[src/tone_qual_pkg.sv]
// Shared constants and types for the DTMF tone qualifier.
package tone_qual_pkg;

  localparam int SAMPLE_RATE_HZ = 8000;
  localparam int NUM_PARAMS = 10;

  // Times in microseconds and their sample counts.
  localparam int ON_FLOOR_US = 20000;
  localparam int ON_DEF_US = 40000;
  localparam int OFF_DEF_US = 40000;
  localparam int CYCLE_DEF_US = 93000;
  localparam int DROPOUT_DEF_US = 5000;
  localparam int ON_FLOOR_SAMPLES = ON_FLOOR_US * SAMPLE_RATE_HZ / 1000000;
  localparam int ON_DEF_SAMPLES =
    (ON_DEF_US - ON_FLOOR_US) * SAMPLE_RATE_HZ / 1000000;
  localparam int OFF_DEF_SAMPLES =
    (OFF_DEF_US - DROPOUT_DEF_US) * SAMPLE_RATE_HZ / 1000000;
  localparam int CYCLE_DEF_SAMPLES =
    (CYCLE_DEF_US - DROPOUT_DEF_US) * SAMPLE_RATE_HZ / 1000000;
  localparam int DROPOUT_DEF_SAMPLES = DROPOUT_DEF_US * SAMPLE_RATE_HZ / 1000000;

  // Register indices; the byte address is four times the index.
  localparam logic [13:0] IDX_LOW_DEV = 14'h0c94;
  localparam logic [13:0] IDX_POS_TWIST = 14'h0c95;
  localparam logic [13:0] IDX_OFF_TIME = 14'h0c96;
  localparam logic [13:0] IDX_NEG_TWIST = 14'h0d95;
  localparam logic [13:0] IDX_CYCLE_TIME = 14'h0d96;
  localparam logic [13:0] IDX_HIT_TIME = 14'h0e87;
  localparam logic [13:0] IDX_HIGH_DEV = 14'h0e94;
  localparam logic [13:0] IDX_SPEECH = 14'h0e95;
  localparam logic [13:0] IDX_ON_TIME = 14'h0e96;
  localparam logic [13:0] IDX_DROPOUT = 14'h0f96;
  localparam logic [13:0] IDX_IRQ_STATUS = 14'h1000;
  localparam logic [13:0] IDX_IRQ_MASK = 14'h1001;
  localparam logic [13:0] IDX_LIVE = 14'h1002;

  // Slots of the parameter bank.
  localparam logic [3:0] SLOT_ON = 4'h0;
  localparam logic [3:0] SLOT_OFF = 4'h1;
  localparam logic [3:0] SLOT_CYCLE = 4'h2;
  localparam logic [3:0] SLOT_DROPOUT = 4'h3;
  localparam logic [3:0] SLOT_SPEECH = 4'h4;
  localparam logic [3:0] SLOT_LOW_DEV = 4'h5;
  localparam logic [3:0] SLOT_HIGH_DEV = 4'h6;
  localparam logic [3:0] SLOT_NEG_TWIST = 4'h7;
  localparam logic [3:0] SLOT_POS_TWIST = 4'h8;
  localparam logic [3:0] SLOT_HIT = 4'h9;

  localparam logic [15:0] SPEECH_OFF = 16'h7fff;
  localparam logic [15:0] PARAM_POS_MASK = 16'h7fff;
  localparam logic [15:0] DEV_DEF = 16'h0200;
  localparam logic [15:0] SPEECH_DEF = 16'h2000;
  localparam logic [15:0] NEG_TWIST_DEF = 16'h18ce;
  localparam logic [15:0] POS_TWIST_DEF = 16'h1b2d;
  localparam logic [15:0] HIT_DEF = 16'h0000;

  // Reset contents of the bank, slot 0 in the lowest word.
  localparam logic [NUM_PARAMS-1:0][15:0] PARAM_RESET = {
    HIT_DEF, POS_TWIST_DEF, NEG_TWIST_DEF, DEV_DEF, DEV_DEF, SPEECH_DEF,
    16'(DROPOUT_DEF_SAMPLES), 16'(CYCLE_DEF_SAMPLES),
    16'(OFF_DEF_SAMPLES), 16'(ON_DEF_SAMPLES)};

  // Interrupt status bits.
  localparam int EV_ACCEPT = 0;
  localparam int EV_REJECT = 1;

  localparam logic [1:0] RESP_OKAY = 2'h0;
  localparam logic [1:0] RESP_SLVERR = 2'h2;

  typedef enum logic [1:0] {Q_IDLE, Q_ON, Q_GAP, Q_OFF} qual_state_t;

endpackage

[src/param_bank.sv]
// Bank of qualifier parameter words with a registered read port.
module param_bank (
  // Clock and reset
  input wire logic i_ref_clk,
  input wire logic i_srst,
  // Write port
  input wire logic i_wr_en,
  input wire logic [3:0] i_wr_slot,
  input wire logic [15:0] i_wr_data,
  input wire logic [1:0] i_wr_bytes,
  // Read port
  input wire logic [3:0] i_rd_slot,
  output logic [15:0] o_rd_data,
  // All words for the qualifier
  output logic [tone_qual_pkg::NUM_PARAMS-1:0][15:0] o_words
);

  typedef struct packed {
    logic [tone_qual_pkg::NUM_PARAMS-1:0][15:0] words;
    logic [15:0] rd_data;
  } bank_t;

  bank_t bank_reg;
  bank_t bank_next;

  always_comb
  begin
    bank_next = bank_reg;
    if (i_wr_en && (int'(i_wr_slot) < tone_qual_pkg::NUM_PARAMS))
    begin
      if (i_wr_bytes[0])
        bank_next.words[i_wr_slot][7:0] = i_wr_data[7:0];
      if (i_wr_bytes[1])
        bank_next.words[i_wr_slot][15:8] = i_wr_data[15:8];
      // Words hold positive values only, so the sign bit never sets.
      bank_next.words[i_wr_slot] =
        bank_next.words[i_wr_slot] & tone_qual_pkg::PARAM_POS_MASK;
    end
    if (int'(i_rd_slot) < tone_qual_pkg::NUM_PARAMS)
      bank_next.rd_data = bank_reg.words[i_rd_slot];
    else
      bank_next.rd_data = 16'h0000;
  end

  always_ff @(posedge i_ref_clk)
  begin
    if (i_srst)
    begin
      bank_reg.words <= tone_qual_pkg::PARAM_RESET;
      bank_reg.rd_data <= 16'h0000;
    end
    else
      bank_reg <= bank_next;
  end

  assign o_rd_data = bank_reg.rd_data;
  assign o_words = bank_reg.words;

endmodule

[src/tone_qualifier.sv]
// DTMF tone timing and spectral qualifier with an AXI4-Lite register slave.
// Summary of operation
// - On-time from detection to turn-off, floor 20 ms.
// - Off-time runs from turn-off until gain hit.
// - Cycle time from detection to next tone start.
// - Gaps within dropout time count as on-time; on_cnt here holds during a gap.
// - Parameter words are positive 16-bit values.
// - Reject tones while speech energy exceeds limit.
// - Full-scale speech limit disables the speech check.
// - Accepted tone raises the tone-detected flag.
// - Low-group deviation limited by low-group word.
// - High-group deviation limited by high-group word.
// - Negative twist limited; smaller word allows more.
// - Positive twist limited; smaller word allows more.
// - Energy hits tolerated only up to hit time.
//
// Our own choice: register access over AXI4-Lite.
module tone_qualifier (
  // Clock and reset
  input wire logic i_ref_clk,
  input wire logic i_srst,
  // Detector measurements, one set per sample strobe
  input wire logic i_sample_strobe,
  input wire logic i_energy_on,
  input wire logic [15:0] i_low_dev,
  input wire logic [15:0] i_high_dev,
  input wire logic [15:0] i_neg_twist_metric,
  input wire logic [15:0] i_pos_twist_metric,
  input wire logic [15:0] i_speech_energy,
  // AXI4-Lite write channels
  input wire logic [15:0] i_awaddr,
  input wire logic i_awvalid,
  output logic o_awready,
  input wire logic [31:0] i_wdata,
  input wire logic [3:0] i_wstrb,
  input wire logic i_wvalid,
  output logic o_wready,
  output logic [1:0] o_bresp,
  output logic o_bvalid,
  input wire logic i_bready,
  // AXI4-Lite read channels
  input wire logic [15:0] i_araddr,
  input wire logic i_arvalid,
  output logic o_arready,
  output logic [31:0] o_rdata,
  output logic [1:0] o_rresp,
  output logic o_rvalid,
  input wire logic i_rready,
  // Status
  output logic o_tone_detected_flag,
  output logic o_irq
);
  typedef struct packed {
    logic awready, wready;
    logic aw_full, w_full;
    logic [13:0] aw_idx;
    logic [31:0] wdata;
    logic [3:0] wstrb;
    logic bvalid;
    logic [1:0] bresp;
    logic arready;
    logic rd_wait;
    logic [13:0] ar_idx;
    logic rvalid;
    logic [31:0] rdata;
    logic [1:0] rresp;
    logic [1:0] status, mask;
    logic irq;
    tone_qual_pkg::qual_state_t qst;
    logic [15:0] on_cnt, gap_cnt, off_cnt, hit_cnt, cyc_cnt;
    logic detected;
  } state_t;
  state_t s_reg, s_next;
  logic [tone_qual_pkg::NUM_PARAMS-1:0][15:0] words;
  logic [15:0] bank_rd_data;
  logic bank_wr_en;
  logic [3:0] bank_wr_slot;
  logic [3:0] bank_rd_slot;
  logic spectral_ok, tone_ok;
  logic [1:0] events;
  // Maps a register index to a bank slot; bit 4 flags a match.
  function automatic logic [4:0] slot_of(input logic [13:0] idx);
    case (idx)
      tone_qual_pkg::IDX_ON_TIME: slot_of = {1'b1, tone_qual_pkg::SLOT_ON};
      tone_qual_pkg::IDX_OFF_TIME: slot_of = {1'b1, tone_qual_pkg::SLOT_OFF};
      tone_qual_pkg::IDX_CYCLE_TIME:
        slot_of = {1'b1, tone_qual_pkg::SLOT_CYCLE};
      tone_qual_pkg::IDX_DROPOUT:
        slot_of = {1'b1, tone_qual_pkg::SLOT_DROPOUT};
      tone_qual_pkg::IDX_SPEECH: slot_of = {1'b1, tone_qual_pkg::SLOT_SPEECH};
      tone_qual_pkg::IDX_LOW_DEV:
        slot_of = {1'b1, tone_qual_pkg::SLOT_LOW_DEV};
      tone_qual_pkg::IDX_HIGH_DEV:
        slot_of = {1'b1, tone_qual_pkg::SLOT_HIGH_DEV};
      tone_qual_pkg::IDX_NEG_TWIST:
        slot_of = {1'b1, tone_qual_pkg::SLOT_NEG_TWIST};
      tone_qual_pkg::IDX_POS_TWIST:
        slot_of = {1'b1, tone_qual_pkg::SLOT_POS_TWIST};
      tone_qual_pkg::IDX_HIT_TIME: slot_of = {1'b1, tone_qual_pkg::SLOT_HIT};
      default: slot_of = 5'h00;
    endcase
  endfunction
  // Saturating sample counter step.
  function automatic logic [15:0] bump(input logic [15:0] v);
    bump = (v == 16'hffff) ? v : v + 16'h0001;
  endfunction
  // True once a count has reached a limit plus an offset.
  function automatic logic reached(input logic [15:0] cnt,
                                   input logic [15:0] lim,
                                   input logic [15:0] extra);
    reached = {1'b0, cnt} >= ({1'b0, lim} + {1'b0, extra});
  endfunction
  param_bank u_bank (
    .i_ref_clk(i_ref_clk),
    .i_srst(i_srst),
    .i_wr_en(bank_wr_en),
    .i_wr_slot(bank_wr_slot),
    .i_wr_data(s_reg.wdata[15:0]),
    .i_wr_bytes(s_reg.wstrb[1:0]),
    .i_rd_slot(bank_rd_slot),
    .o_rd_data(bank_rd_data),
    .o_words(words)
  );
  always_comb
  begin
    logic [4:0] wslot;
    logic [4:0] rslot;
    wslot = slot_of(s_reg.aw_idx);
    rslot = slot_of(i_araddr[15:2]);
    bank_wr_en = s_reg.aw_full && s_reg.w_full && !s_reg.bvalid && wslot[4];
    bank_wr_slot = wslot[3:0];
    bank_rd_slot = rslot[3:0];
  end
  // Spectral checks that every sample of a tone must pass.
  always_comb
  begin
    spectral_ok =
      (i_low_dev <= words[tone_qual_pkg::SLOT_LOW_DEV]) &&
      (i_high_dev <= words[tone_qual_pkg::SLOT_HIGH_DEV]) &&
      (i_neg_twist_metric >= words[tone_qual_pkg::SLOT_NEG_TWIST]) &&
      (i_pos_twist_metric >= words[tone_qual_pkg::SLOT_POS_TWIST]) &&
      ((words[tone_qual_pkg::SLOT_SPEECH] == tone_qual_pkg::SPEECH_OFF) ||
       (i_speech_energy <= words[tone_qual_pkg::SLOT_SPEECH]));
    tone_ok = i_energy_on && spectral_ok;
  end
  always_comb
  begin
    logic [4:0] slot;
    slot = slot_of(s_reg.aw_idx);
    s_next = s_reg;
    events = 2'h0;
    // Write address and data are taken in either order.
    if (i_awvalid && s_reg.awready)
    begin
      s_next.aw_full = 1'b1;
      s_next.aw_idx = i_awaddr[15:2];
    end
    if (i_wvalid && s_reg.wready)
    begin
      s_next.w_full = 1'b1;
      s_next.wdata = i_wdata;
      s_next.wstrb = i_wstrb;
    end
    if (s_reg.bvalid && i_bready)
      s_next.bvalid = 1'b0;
    if (s_reg.aw_full && s_reg.w_full && !s_reg.bvalid)
    begin
      s_next.aw_full = 1'b0;
      s_next.w_full = 1'b0;
      s_next.bvalid = 1'b1;
      s_next.bresp = tone_qual_pkg::RESP_OKAY;
      if (s_reg.aw_idx == tone_qual_pkg::IDX_IRQ_MASK)
      begin
        if (s_reg.wstrb[0])
          s_next.mask = s_reg.wdata[1:0];
      end
      else if (s_reg.aw_idx != tone_qual_pkg::IDX_IRQ_STATUS &&
               s_reg.aw_idx != tone_qual_pkg::IDX_LIVE && !slot[4])
        s_next.bresp = tone_qual_pkg::RESP_SLVERR;
    end
    s_next.awready = !s_next.aw_full && !s_next.bvalid;
    s_next.wready = !s_next.w_full && !s_next.bvalid;

    // Reads: bank data is registered once, then muxed into rdata.
    if (i_arvalid && s_reg.arready)
    begin
      s_next.arready = 1'b0;
      s_next.rd_wait = 1'b1;
      s_next.ar_idx = i_araddr[15:2];
    end
    if (s_reg.rd_wait)
    begin
      s_next.rd_wait = 1'b0;
      s_next.rvalid = 1'b1;
      s_next.rresp = tone_qual_pkg::RESP_OKAY;
      slot = slot_of(s_reg.ar_idx);
      case (s_reg.ar_idx)
        tone_qual_pkg::IDX_IRQ_STATUS: s_next.rdata = {30'h0, s_reg.status};
        tone_qual_pkg::IDX_IRQ_MASK: s_next.rdata = {30'h0, s_reg.mask};
        tone_qual_pkg::IDX_LIVE:
          s_next.rdata = {28'h0, s_reg.qst, s_reg.detected, tone_ok};
        default:
        begin
          s_next.rdata = {16'h0, bank_rd_data};
          if (!slot[4])
          begin
            s_next.rdata = 32'h0;
            s_next.rresp = tone_qual_pkg::RESP_SLVERR;
          end
        end
      endcase
    end
    if (s_reg.rvalid && i_rready)
    begin
      s_next.rvalid = 1'b0;
      s_next.arready = 1'b1;
    end

    // Qualification, stepped once per sample.
    if (i_sample_strobe)
    begin
      s_next.cyc_cnt = bump(s_reg.cyc_cnt);
      case (s_reg.qst)
        tone_qual_pkg::Q_IDLE:
        begin
          // A new tone must also respect the cycle time of the last one.
          if (tone_ok && reached(s_reg.cyc_cnt,
                words[tone_qual_pkg::SLOT_CYCLE],
                words[tone_qual_pkg::SLOT_DROPOUT]))
          begin
            s_next.qst = tone_qual_pkg::Q_ON;
            s_next.on_cnt = 16'h0001;
            s_next.cyc_cnt = 16'h0001;
          end
        end
        tone_qual_pkg::Q_ON:
        begin
          if (tone_ok)
          begin
            s_next.on_cnt = bump(s_reg.on_cnt);
            if (!s_reg.detected && reached(s_next.on_cnt,
                  words[tone_qual_pkg::SLOT_ON],
                  16'(tone_qual_pkg::ON_FLOOR_SAMPLES)))
            begin
              s_next.detected = 1'b1;
              events[tone_qual_pkg::EV_ACCEPT] = 1'b1;
            end
          end
          else
          begin
            s_next.qst = tone_qual_pkg::Q_GAP;
            s_next.gap_cnt = 16'h0001;
          end
        end
        tone_qual_pkg::Q_GAP:
        begin
          if (tone_ok)
          begin
            // A short dropout is bridged and on-time resumes from its held count.
            s_next.qst = tone_qual_pkg::Q_ON;
            s_next.on_cnt = bump(s_reg.on_cnt);
          end
          else if (s_reg.gap_cnt >= words[tone_qual_pkg::SLOT_DROPOUT])
          begin
            s_next.qst = tone_qual_pkg::Q_OFF;
            s_next.off_cnt = 16'h0000;
            s_next.hit_cnt = 16'h0000;
            s_next.detected = 1'b0;
            events[tone_qual_pkg::EV_REJECT] = !s_reg.detected;
          end
          else
            s_next.gap_cnt = bump(s_reg.gap_cnt);
        end
        tone_qual_pkg::Q_OFF:
        begin
          s_next.off_cnt = bump(s_reg.off_cnt);
          if (i_energy_on)
          begin
            s_next.hit_cnt = bump(s_reg.hit_cnt);
            // A hit longer than tolerated restarts the off-time.
            if (s_reg.hit_cnt >= words[tone_qual_pkg::SLOT_HIT])
            begin
              s_next.off_cnt = 16'h0000;
              s_next.hit_cnt = 16'h0000;
            end
          end
          else
          begin
            s_next.hit_cnt = 16'h0000;
            if (s_reg.off_cnt >= words[tone_qual_pkg::SLOT_OFF])
              s_next.qst = tone_qual_pkg::Q_IDLE;
          end
        end
        default: s_next.qst = tone_qual_pkg::Q_IDLE;
      endcase
    end
    // Status bits: a new event wins over a write-one-to-clear.
    if (s_reg.aw_full && s_reg.w_full && !s_reg.bvalid &&
        s_reg.aw_idx == tone_qual_pkg::IDX_IRQ_STATUS && s_reg.wstrb[0])
      s_next.status = s_reg.status & ~s_reg.wdata[1:0];
    s_next.status = s_next.status | events;
    s_next.irq = |(s_next.status & s_next.mask);
  end
  always_ff @(posedge i_ref_clk)
  begin
    if (i_srst)
    begin
      s_reg <= '0;
      s_reg.awready <= 1'b1;
      s_reg.wready <= 1'b1;
      s_reg.arready <= 1'b1;
      s_reg.qst <= tone_qual_pkg::Q_IDLE;
      s_reg.cyc_cnt <= 16'hffff;
    end
    else
      s_reg <= s_next;
  end
  assign o_awready = s_reg.awready;
  assign o_wready = s_reg.wready;
  assign o_bresp = s_reg.bresp;
  assign o_bvalid = s_reg.bvalid;
  assign o_arready = s_reg.arready;
  assign o_rdata = s_reg.rdata;
  assign o_rresp = s_reg.rresp;
  assign o_rvalid = s_reg.rvalid;
  assign o_tone_detected_flag = s_reg.detected;
  assign o_irq = s_reg.irq;
  a_flag_needs_tone: assert property (@(posedge i_ref_clk) disable iff (i_srst)
    $rose(s_reg.detected) |-> $past(tone_ok) && $past(i_sample_strobe)
      && $past(s_reg.qst) == tone_qual_pkg::Q_ON)
    else $error("Flag rose without a passing tone sample.");
  a_flag_on_time: assert property (@(posedge i_ref_clk) disable iff (i_srst)
    $rose(s_reg.detected) |-> reached(s_reg.on_cnt,
      words[tone_qual_pkg::SLOT_ON], 16'(tone_qual_pkg::ON_FLOOR_SAMPLES)))
    else $error("Flag rose before the minimum on-time.");
  a_speech_reject: assert property (@(posedge i_ref_clk) disable iff (i_srst)
    i_sample_strobe && s_reg.qst == tone_qual_pkg::Q_IDLE
      && words[tone_qual_pkg::SLOT_SPEECH] != tone_qual_pkg::SPEECH_OFF
      && i_speech_energy > words[tone_qual_pkg::SLOT_SPEECH]
      |=> s_reg.qst == tone_qual_pkg::Q_IDLE)
    else $error("Tone started despite speech energy.");
  a_twist_reject: assert property (@(posedge i_ref_clk) disable iff (i_srst)
    i_sample_strobe && s_reg.qst == tone_qual_pkg::Q_ON
      && (i_neg_twist_metric < words[tone_qual_pkg::SLOT_NEG_TWIST]
      || i_high_dev > words[tone_qual_pkg::SLOT_HIGH_DEV])
      |=> s_reg.qst == tone_qual_pkg::Q_GAP)
    else $error("Out-of-limit tone kept the on state.");
  a_gap_bridge: assert property (@(posedge i_ref_clk) disable iff (i_srst)
    i_sample_strobe && s_reg.qst == tone_qual_pkg::Q_GAP && tone_ok
      |=> s_reg.qst == tone_qual_pkg::Q_ON && $stable(s_reg.detected))
    else $error("Short dropout was not bridged.");
  a_hit_restart: assert property (@(posedge i_ref_clk) disable iff (i_srst)
    i_sample_strobe && s_reg.qst == tone_qual_pkg::Q_OFF && i_energy_on
      && s_reg.hit_cnt >= words[tone_qual_pkg::SLOT_HIT]
      |=> s_reg.off_cnt == 16'h0000 && s_reg.qst == tone_qual_pkg::Q_OFF)
    else $error("Long energy hit did not restart off-time.");
  a_param_positive: assert property (@(posedge i_ref_clk) disable iff (i_srst)
    bank_wr_en |=> words[$past(bank_wr_slot)][15] == 1'b0)
    else $error("Parameter word took a negative value.");
  a_event_wins: assert property (@(posedge i_ref_clk) disable iff (i_srst)
    events[tone_qual_pkg::EV_ACCEPT] |=> s_reg.status[tone_qual_pkg::EV_ACCEPT]
      && s_reg.irq == |(s_reg.status & s_reg.mask))
    else $error("Accept event lost or interrupt wrong.");
  a_write_answer: assert property (@(posedge i_ref_clk) disable iff (i_srst)
    s_reg.aw_full && s_reg.w_full && !s_reg.bvalid
      |=> s_reg.bvalid && !s_reg.awready && !s_reg.wready)
    else $error("Write response missing.");
endmodule

[config.mk]
export PLATFORM = sky130hd
export DESIGN_NAME = tone_qualifier
export DESIGN_NICKNAME = d
export VERILOG_FILES = /design/src/tone_qual_pkg.sv /design/src/param_bank.sv /design/src/tone_qualifier.sv
export SDC_FILE = /design/constraint.sdc
export NUM_CORES = 1
export LEC_CHECK = 0
export BUFFER_PORTS_ARGS = -buffer_cell sky130_fd_sc_hd__buf_2
export CAP_MARGIN = 20
export CORE_ASPECT_RATIO = 0.75
export CORE_MARGIN = 2
export CORE_UTILIZATION = 25
export CTS_BUF_LIST = sky130_fd_sc_hd__clkbuf_2 sky130_fd_sc_hd__clkbuf_4 sky130_fd_sc_hd__clkbuf_8
export CTS_CLUSTER_DIAMETER = 30
export DETAILED_ROUTE_END_ITERATION = 10
export PLACE_DENSITY = 0.38
export SLEW_MARGIN = 0
export SYNTH_ARGS = -nofsm -noshare
export SYNTH_HDL_FRONTEND = slang
export SYNTH_SLANG_ARGS = --single-unit
[constraint.sdc]
create_clock -name i_ref_clk -period 8.84 [get_ports i_ref_clk]
set_clock_uncertainty 0.15 [all_clocks]
set_input_delay 1.768 -clock i_ref_clk [delete_from_list [all_inputs] [get_ports i_ref_clk]]
set_output_delay 1.768 -clock i_ref_clk [all_outputs]
set_load 0.01 [all_outputs]
; Word-level counts from Yosys, hierarchy flattened
; Cells that the tools add are included.
[op_classes]
n_addsub = 7
order_cmp = 15
n_eq_ne = 59
mux = 72
bitwise_logic = 5
reduce_logical = 46
[ops]
columns = operator, n
row1 = $mux 160, 4
row2 = $bwmux 160, 3
row3 = $eq 14x12->1 const B, 30
row4 = $mux 16, 15
row5 = $demux 16 s4, 3
row6 = $bmux 16 s4, 2
row7 = $pmux 5 s10, 2
row8 = $pmux 32 s3, 1
row9 = $add 16x1->16 const B, 5
row10 = $eq 16x16->1 const B, 5
row11 = $ge 16x16->1, 5
row12 = $eq 14x13->1 const B, 5
row13 = $mux 32, 2
row14 = $pmux 16 s2, 2
row15 = $pmux 32 s2, 1
row16 = $le 16x16->1, 3
row17 = $mux 48, 1
row18 = $pmux 4 s10, 1
row19 = $mux 18, 2
row20 = $ge 16x17->1, 2
row21 = $mux 2, 14
row22 = $ne 14x13->1 const B, 2
row23 = $logic_and 1x1->1, 23
row24 = $ne 2x2->1 const B, 10
row25 = 31 further kinds, 61
[word_totals]
ff_bits = 354
input_bits = 157

; Logic depth before layout (Yosys ltp)
; Gate-level depths: netlist (run 1).
[depth]
word_depth = 15
depth_mapped = 23
mapped_depth_nobuf = 21

; Hierarchy
; Synthesis (run 1) repeated with hierarchy kept, for this count alone.
[unflattened]
hier_cells = 2635
area_unflattened_um2 = 22236.3
[modules_own_cells]
columns = mod, n_inst, cells_each, area_each_um2, seq_area_each_um2
row1 = tone_qualifier, 1, 1701, 13050.0, 3203.1
row2 = param_bank, 1, 934, 9186.3, 3523.4

; Worst setup path after synthesis (run 1)
; No wires, ideal clock.
[synth_timing]
kind = input-to-reg
startpoint = in i_neg_twist_metric[0]
endpoint = reg s_reg[26] in the netlist's numbering
arrival_ps = 4530
required_ps = 8620
slack_ps = 4090
path_stages = 14
path_buffers = 2
cell_sequence = inv_1 > ha_1 > nand2b_1 > a21o_1 > a211oi_1 > o21ai_0 > a31o_2 > and4_1 > a2111oi_0 > or2_2 > clkbuf_1 > clkbuf_1 > nand4b_1 > a21oi_1
[synth_between]
elab_chain_len = 7
[synth_lines]
columns = item, line_no
row1 = "start, declared", tone_qualifier.sv:27  ; input wire logic [15:0] i_neg_twist_metric,
row2 = $ge 16x16->1, tone_qualifier.sv:140  ; (i_neg_twist_metric >= words[tone_qual_pkg::SLOT_NEG_TWIST]) &&
row3 = $logic_and 1x1->1, tone_qualifier.sv:139  ; (i_high_dev <= words[tone_qual_pkg::SLOT_HIGH_DEV]) &&
row4 = $logic_and 1x1->1, tone_qualifier.sv:140
row5 = $logic_and 1x1->1, tone_qualifier.sv:141  ; (i_pos_twist_metric >= words[tone_qual_pkg::SLOT_POS_TWIST]) &&
row6 = $logic_and 1x1->1, tone_qualifier.sv:144  ; tone_ok = i_energy_on && spectral_ok;
row7 = $ne 2x2->1 (no source line), -
row8 = $reduce_and 5->1 (no source line), -
row9 = "end signal, assigned", tone_qualifier.sv:316  ; s_reg <= s_next;
row10 = "end, declared", tone_qualifier.sv:73  ; state_t s_reg, s_next;
; No other way between the ends.
; A chain may end at the register's enable or synchronous reset.

; Worst setup path in the final report (run 1)
[layout_timing]
startpoint = in i_speech_energy[5]
endpoint = reg s_reg[68] in the netlist's numbering
[layout_between]
elab_chain_len = 7
word_cells_on_any_way = 8
[layout_lines]
columns = item, line_no
row1 = "start, declared", tone_qualifier.sv:29  ; input wire logic [15:0] i_speech_energy,
row2 = $le 16x16->1 *, tone_qualifier.sv:143  ; (i_speech_energy <= words[tone_qual_pkg::SLOT_SPEECH]));
row3 = $logic_or 1x1->1 *, tone_qualifier.sv:142  ; ((words[tone_qual_pkg::SLOT_SPEECH] == tone_qual_pkg::SPEECH_OFF) ||
row4 = $logic_and 1x1->1 *, tone_qualifier.sv:141
row5 = $logic_and 1x1->1 *, tone_qualifier.sv:144
row6 = $logic_and 1x1->1, tone_qualifier.sv:227  ; if (tone_ok && reached(s_reg.cyc_cnt,
row7 = $ne 2x2->1 (no source line), -
row8 = $reduce_and 4->1 (no source line) *, -
; Mark *: on every way between the ends. The rest lies on a longest branch, timed or not.

==> impl_metrics.tcl, run 1 <==
set metrics [dict create \
    crit_path_start "i_speech_energy[5]" \
    worstSetupEndpoint "s_reg[68]" \
    syn_inst 2780 \
    use_met3_pct 3.857 \
    final_cell_mix "335 x dfxtp_1, 287 x nor2_1, 273 x nand2_1" \
    drt-total-wl_mm 91.18 \
    critPathLaunchType "input pin" \
    area_delta_synth_final_pct 17.30 \
    min_period_ns 5.942 \
    leakage_nw 9.709 \
    cp_slowest_cell "o41ai_1" \
    hp-class "flop to flop" \
    wl_per_cell_um 22.27 \
    max_freq_ghz 0.1683 \
    rows 93 \
    post_cts_buffers 0 \
    clkTransAtPathRegs_ns 0.05 \
    cap_viol_max_count 0 \
    tritoncts "built" \
    r2r-end "s_reg[1]" \
    ctsResizeCount 0 \
    place_inst 3938 \
    status "completed" \
    cp-end-kind "flop" \
    power_mw 4.343 \
    rsz0062_at_grt "false" \
    dr.pass1.iters 6 \
    port_buffers 158 \
    avgSynthCellArea_um2 7.743 \
    hold_viol_final 0 \
    arrival_ns 6.39 \
    cts.path.max_buffers 3 \
    peakVddDrop_uv 112.2 \
    post-route-util_pct 29.52 \
    path_cells "buf_2, ha_1, a211oi_1, nor2_1, o31ai_1, a211oi_1, o41ai_1, nand4_1, nor2_1, nand3_1, or4_1, a21oi_1" \
    dieArea_mm2 0.08849 \
    synth-edff-count 0 \
    drc_errors 0 \
    synth_flop_cell "dfxtp_1" \
    root_buffer "clkbuf_8" \
    fin_cells 4095 \
    p_per_area_mw_per_mm2 172.0 \
    drt_iter0_markers 1858 \
    worst-r2r-cell-count 18 \
    fp.dieW_um 342.8 \
    grt_pass1_wl_mm 134.6 \
    clk_latency_ns 0.71 \
    slew_headroom_pct 22.25 \
    antenna_found_initial 2 \
    grt_max_degree 86 \
    cts_inserted_buffers 86 \
    setup_viol 0 \
    layout_commonest_cell "dfxtp_1" \
    netlist_area_mm2 0.02153 \
    yosys.area.top_type "dfxtp_1" \
    drv_slew 0 \
    r2r_start "u_bank.o_words[48]" \
    htreeDepth 3 \
    tns_ns 0 \
    cp_max_fo 17 \
    hold_buffers 0 \
    required_ns 9.29 \
    yosys_warnings 0 \
    grt_pass1_vias 20410 \
    gr-max-usage-layer "met2" \
    track_usage_pct 20.17 \
    yosys_register_bits 335 \
    synthTopCellsByArea "dfxtp_1 31%, ha_1 11%, a21oi_1 6.0%" \
    globalplace.congestion 0.9125 \
    start_util_pct 25.17 \
    nets 3232 \
    tightest_slew_ns 1.163 \
    ant_nets 0 \
    drive_gt1_share_pct 13.38 \
    async_reset_ff_share_pct 0 \
    grt_overflow 0 \
    post-route-period-util_pct 67.22 \
    grt_util_met2_pct 29.60 \
    max_stage_delay_ns 0.90 \
    dpl.hpwl_mm 69.73 \
    worstSetupPathType "input pin to flop" \
    die_h_um 258.1 \
    core_area_mm2 0.08553 \
    met1_usage_pct 29.46 \
    drt-vias-per-instance 5.222 \
    yosysTopAreaCellShare_pct 31.15 \
    ys_types 82 \
    io_pins 200 \
    r2r_slack_ns 3.48 \
    cts_sinks 335 \
    vias 21390 \
    largest_reg_flops 160 \
    yosysSeqAreaShare_pct 31.15 \
]
-- cells in the mapped netlist, drive strengths merged (19+ instances only) --
| cell | instances |
|---|---|
| mux2i | 58 |
| a22oi | 29 |
| inv | 168 |
| xor2 | 23 |
| dfxtp | 335 |
| a21o | 32 |
| a211oi | 167 |
| buf | 56 |
| ha | 186 |
| and3 | 42 |
| nand3 | 75 |
| o211ai | 21 |
| a31oi | 36 |
| o22ai | 21 |
| nor2b | 19 |
| nand2 | 274 |
| nand4 | 50 |
| o21ai | 149 |
| clkbuf | 136 |
| and2 | 29 |
| nor2 | 292 |
| a21oi | 261 |
| nor3 | 75 |
-- metal layers --
layer / vias up / part of all wire, %
met5: - / 0.014
met4: 2 / 2.7
met3: 150 / 5.8
met2: 686 / 42
met1: 10230 / 49
li1: 10320 / -
-- how the worst min path moves through the flow --
| stage | start | endpoint | cells after the start |
|---|---|---|---|
| after detailed placement | u_bank.o_rd_data[8] | o_rdata[8] | 1 |
| after global routing | u_bank.o_rd_data[8] | o_rdata[8] | 1 |
| after global placement | o_rdata[0] | o_rdata[0] | 1 |
| after CTS | u_bank.o_rd_data[8] | o_rdata[8] | 1 |
| final | u_bank.o_rd_data[8] | o_rdata[8] | 1 |
| after floorplan | u_bank.o_rd_data[15] | o_rdata[15] | 1 |
-- power by group --
part | total [mW] | internal [mW] | switching (mW) | leakage (nW)
registers | 1.63 | 1.56 | 0.0708 | 2.71
logic | 0.484 | 0.188 | 0.296 | 5.98
clock network | 2.23 | 1.39 | 0.841 | 1.01
-- worst max-delay path: cells and delay by family --
kind	cells	cell delay, ns
AOI/OAI and AO/OA	5	1.59
adders and majority gates	1	0.31
buffers and inverters	1	0.10
and+or+nand+nor	5	2.59
-- stage by stage --
stage | hold WS (ns) | worst slack [ns] | area, um2
detailed placement | 0.2823 | 2.225 | 23230
CTS | 0.2940 | 2.953 | 25230
global route | 0.3109 | 2.772 | 25240
floorplan | 0.2697 | 4.090 | 21590
global placement | 0.2864 | 2.327 | 23210
finish | 0.2870 | 2.898 | 25250
-- area by class of cell --
class	count	area, um2
clock inverter	34	426.7
fill	9221	60280
tap	1140	1426
antenna	3	7.507
timing repair buffer	195	1082
inverter	168	630.6
multi-input combinational	2102	13400
sequential	335	6706
clock buffer	118	1574
-- cell families after synthesis --
| group | share of synthesized area [%] |
|---|---|
| compound gates | 25.17 |
| buf+inv | 7.050 |
| xor+xnor | 1.627 |
| other cells | 0.01742 |
| simple gates | 21.12 |
| fa+ha+maj | 10.90 |
| mux | 2.958 |
| flops | 31.15 |
Note: power is estimated with default switching activity, not from simulation.
==> run 2: changes to the inputs <==
--- a/config.mk
+++ b/config.mk
@@ -13,7 +13,7 @@
 export CTS_BUF_LIST = sky130_fd_sc_hd__clkbuf_2 sky130_fd_sc_hd__clkbuf_4 sky130_fd_sc_hd__clkbuf_8
 export CTS_CLUSTER_DIAMETER = 30
 export DETAILED_ROUTE_END_ITERATION = 10
-export PLACE_DENSITY = 0.38
+export PLACE_DENSITY = 0.4
 export SLEW_MARGIN = 0
 export SYNTH_ARGS = -nofsm -noshare
 export SYNTH_HDL_FRONTEND = slang
==> constraint.sdc (replaced) <==
create_clock -name i_ref_clk -period 5.3 [get_ports i_ref_clk]
set_clock_uncertainty 0.15 [all_clocks]
set_input_delay 1.06 -clock i_ref_clk [delete_from_list [all_inputs] [get_ports i_ref_clk]]
set_output_delay 1.06 -clock i_ref_clk [all_outputs]
set_load 0.01 [all_outputs]
==> impl_metrics.tcl, run 2 (synthesized netlist as in run 1, its figures left out) <==
set metrics [dict create \
    status "completed" \
    dieArea_mm2 0.08849 \
    clkTransAtPathRegs_ns 0.06 \
    slew_headroom_pct 15.17 \
    grt_max_degree 104 \
    largest_reg_flops 160 \
    track_usage_pct 20.32 \
    fp.dieW_um 342.8 \
    multi_input_area_mm2 0.01341 \
    layout_commonest_cell "dfxtp_1" \
    final_cell_mix "335 x dfxtp_1, 287 x nor2_1, 273 x nand2_1" \
    postPlaceCellArea_mm2 0.02362 \
    tritoncts "built" \
    required_ns 5.70 \
    rows 93 \
    worstSetupPathType "flop to flop" \
    cts_sinks 335 \
    max_freq_ghz 0.2096 \
    hold_buffers 0 \
    drt-vias-per-instance 5.208 \
    drc_errors 0 \
    ctsResizeCount 0 \
    timing.hold.ws_ns 0.2935 \
    antenna_found_initial 5 \
    grt_pass1_wl_mm 135.0 \
    rsz0062_at_grt "false" \
    core_area_mm2 0.08553 \
    fill_cells 9214 \
    peakVddDrop_uv 146.2 \
    arrival_ns 5.18 \
    cts.path.max_buffers 3 \
    tns_ns 0 \
    path_cells "ha_1, a21o_1, a21oi_1, o21bai_1, a31o_2, a41oi_1, a21oi_1, a41oi_1, a21bo_2, ha_1, o21ai_0, nand2b_1, a21oi_1, a211oi_1, o21a_1, o21a_1, and4_2, nor2_1, a221o_1" \
    design_area_mm2 0.02563 \
    hp-class "flop to flop" \
    htreeDepth 3 \
    post_cts_buffers 0 \
    drv_slew 0 \
    die_h_um 258.1 \
    setup_viol 0 \
    dr.pass1.iters 8 \
    drt-total-wl_mm 92.24 \
    worst_path_most_repeated_cell "a21oi_1" \
    cp_slowest_cell "and4_2" \
    cts_inserted_buffers 86 \
    max_stage_delay_ns 0.46 \
    post-route-period-util_pct 90.04 \
    fin_cells 4144 \
    vias 21580 \
    globalplace.congestion 0.9503 \
    wl_per_cell_um 22.26 \
    critPathLaunchType "flop" \
    drt_iter0_markers 2008 \
    cap_viol_max_count 0 \
    drive_gt1_share_pct 14.93 \
    area_delta_synth_final_pct 19.08 \
    nets 3278 \
    grt_overflow 0 \
    cp-end-kind "flop" \
    min_period_ns 4.772 \
    tightest_slew_ns 1.263 \
    leakage_nw 9.957 \
    p_per_area_mw_per_mm2 284.2 \
    io_pins 200 \
    grt_pass1_vias 20310 \
    cp_max_fo 13 \
    seq_area_mm2 0.006706 \
    start_util_pct 25.17 \
    dpl.hpwl_mm 71.20 \
    hold_viol_final 0 \
    clk_latency_ns 0.71 \
    place_inst 3986 \
    ant_nets 0 \
    port_buffers 158 \
    root_buffer "clkbuf_8" \
]
-- run 2: cell count changes in the layout (fill, tap and decap cells not counted), moves of 2 or more --
cell,change
buf_4,+44
clkinv_2,+9
clkbuf_8,-7
buf_12,+3
bufinv_16,+2
clkinv_4,-2
inv_6,+2
nor3_2,+2
o21ai_0,+2
o21ai_1,-2
-- run 2: layer usage --
| layer | vias to the layer above | part of all wire, % | GRT usage [%] |
|---|---|---|---|
| met5 | - | 0.029 | 0 |
| met4 | 4 | 2.6 | 5.811 |
| met3 | 144 | 5.9 | 3.703 |
| met2 | 698 | 42 | 29.90 |
| met1 | 10330 | 50 | 29.87 |
| li1 | 10410 | - | - |
-- run 2: cell type report --
cell class                 count  area share (%)
tap                         1140           5.564
inverter                     168           2.460
clock inverter                44           2.011
multi-input combinational   2102           52.30
sequential                   335           26.16
clock buffer                 111           5.764
antenna                        3         0.02929
timing repair buffer         241           5.711
-- run 2: final timing paths --
kind / start / to / slack, ns / depth (start not counted)
max reg2reg: u_bank.o_words[32] / s_reg[7] / 0.53 / 19
min reg2reg: u_bank.o_rd_data[10] / o_rdata[10] / 0.29 / 1
max: u_bank.o_words[32] / s_reg[7] / 0.53 / 19
min: u_bank.o_rd_data[10] / o_rdata[10] / 0.29 / 1
-- run 2: worst max-delay path: cells and delay by family (launching register included) --
| family | cells | cell delay (ns) |
|---|---|---|
| compound gates | 14 | 2.88 |
| simple gates | 3 | 0.72 |
| fa+ha+maj | 2 | 0.50 |
| flops | 1 | 0.35 |
-- run 2: per-stage QoR --
stage                     worst slack, ns  total power, mW  utilization [%]
after floorplan                    0.8567            3.296                -
after global placement             0.3594            3.554            27.60
after detailed placement           0.3004            3.578            27.61
after CTS                          0.2473            7.376            29.95
after global routing              0.08484            7.619            29.97
final                              0.5279            7.285            29.97
-- run 2: report_power, final --
group,internal [mW],switching (mW),total (mW)
clock,2.32,1.43,3.75
sequential,2.60,0.115,2.71
combinational,0.323,0.500,0.823
total,5.24,2.04,7.29
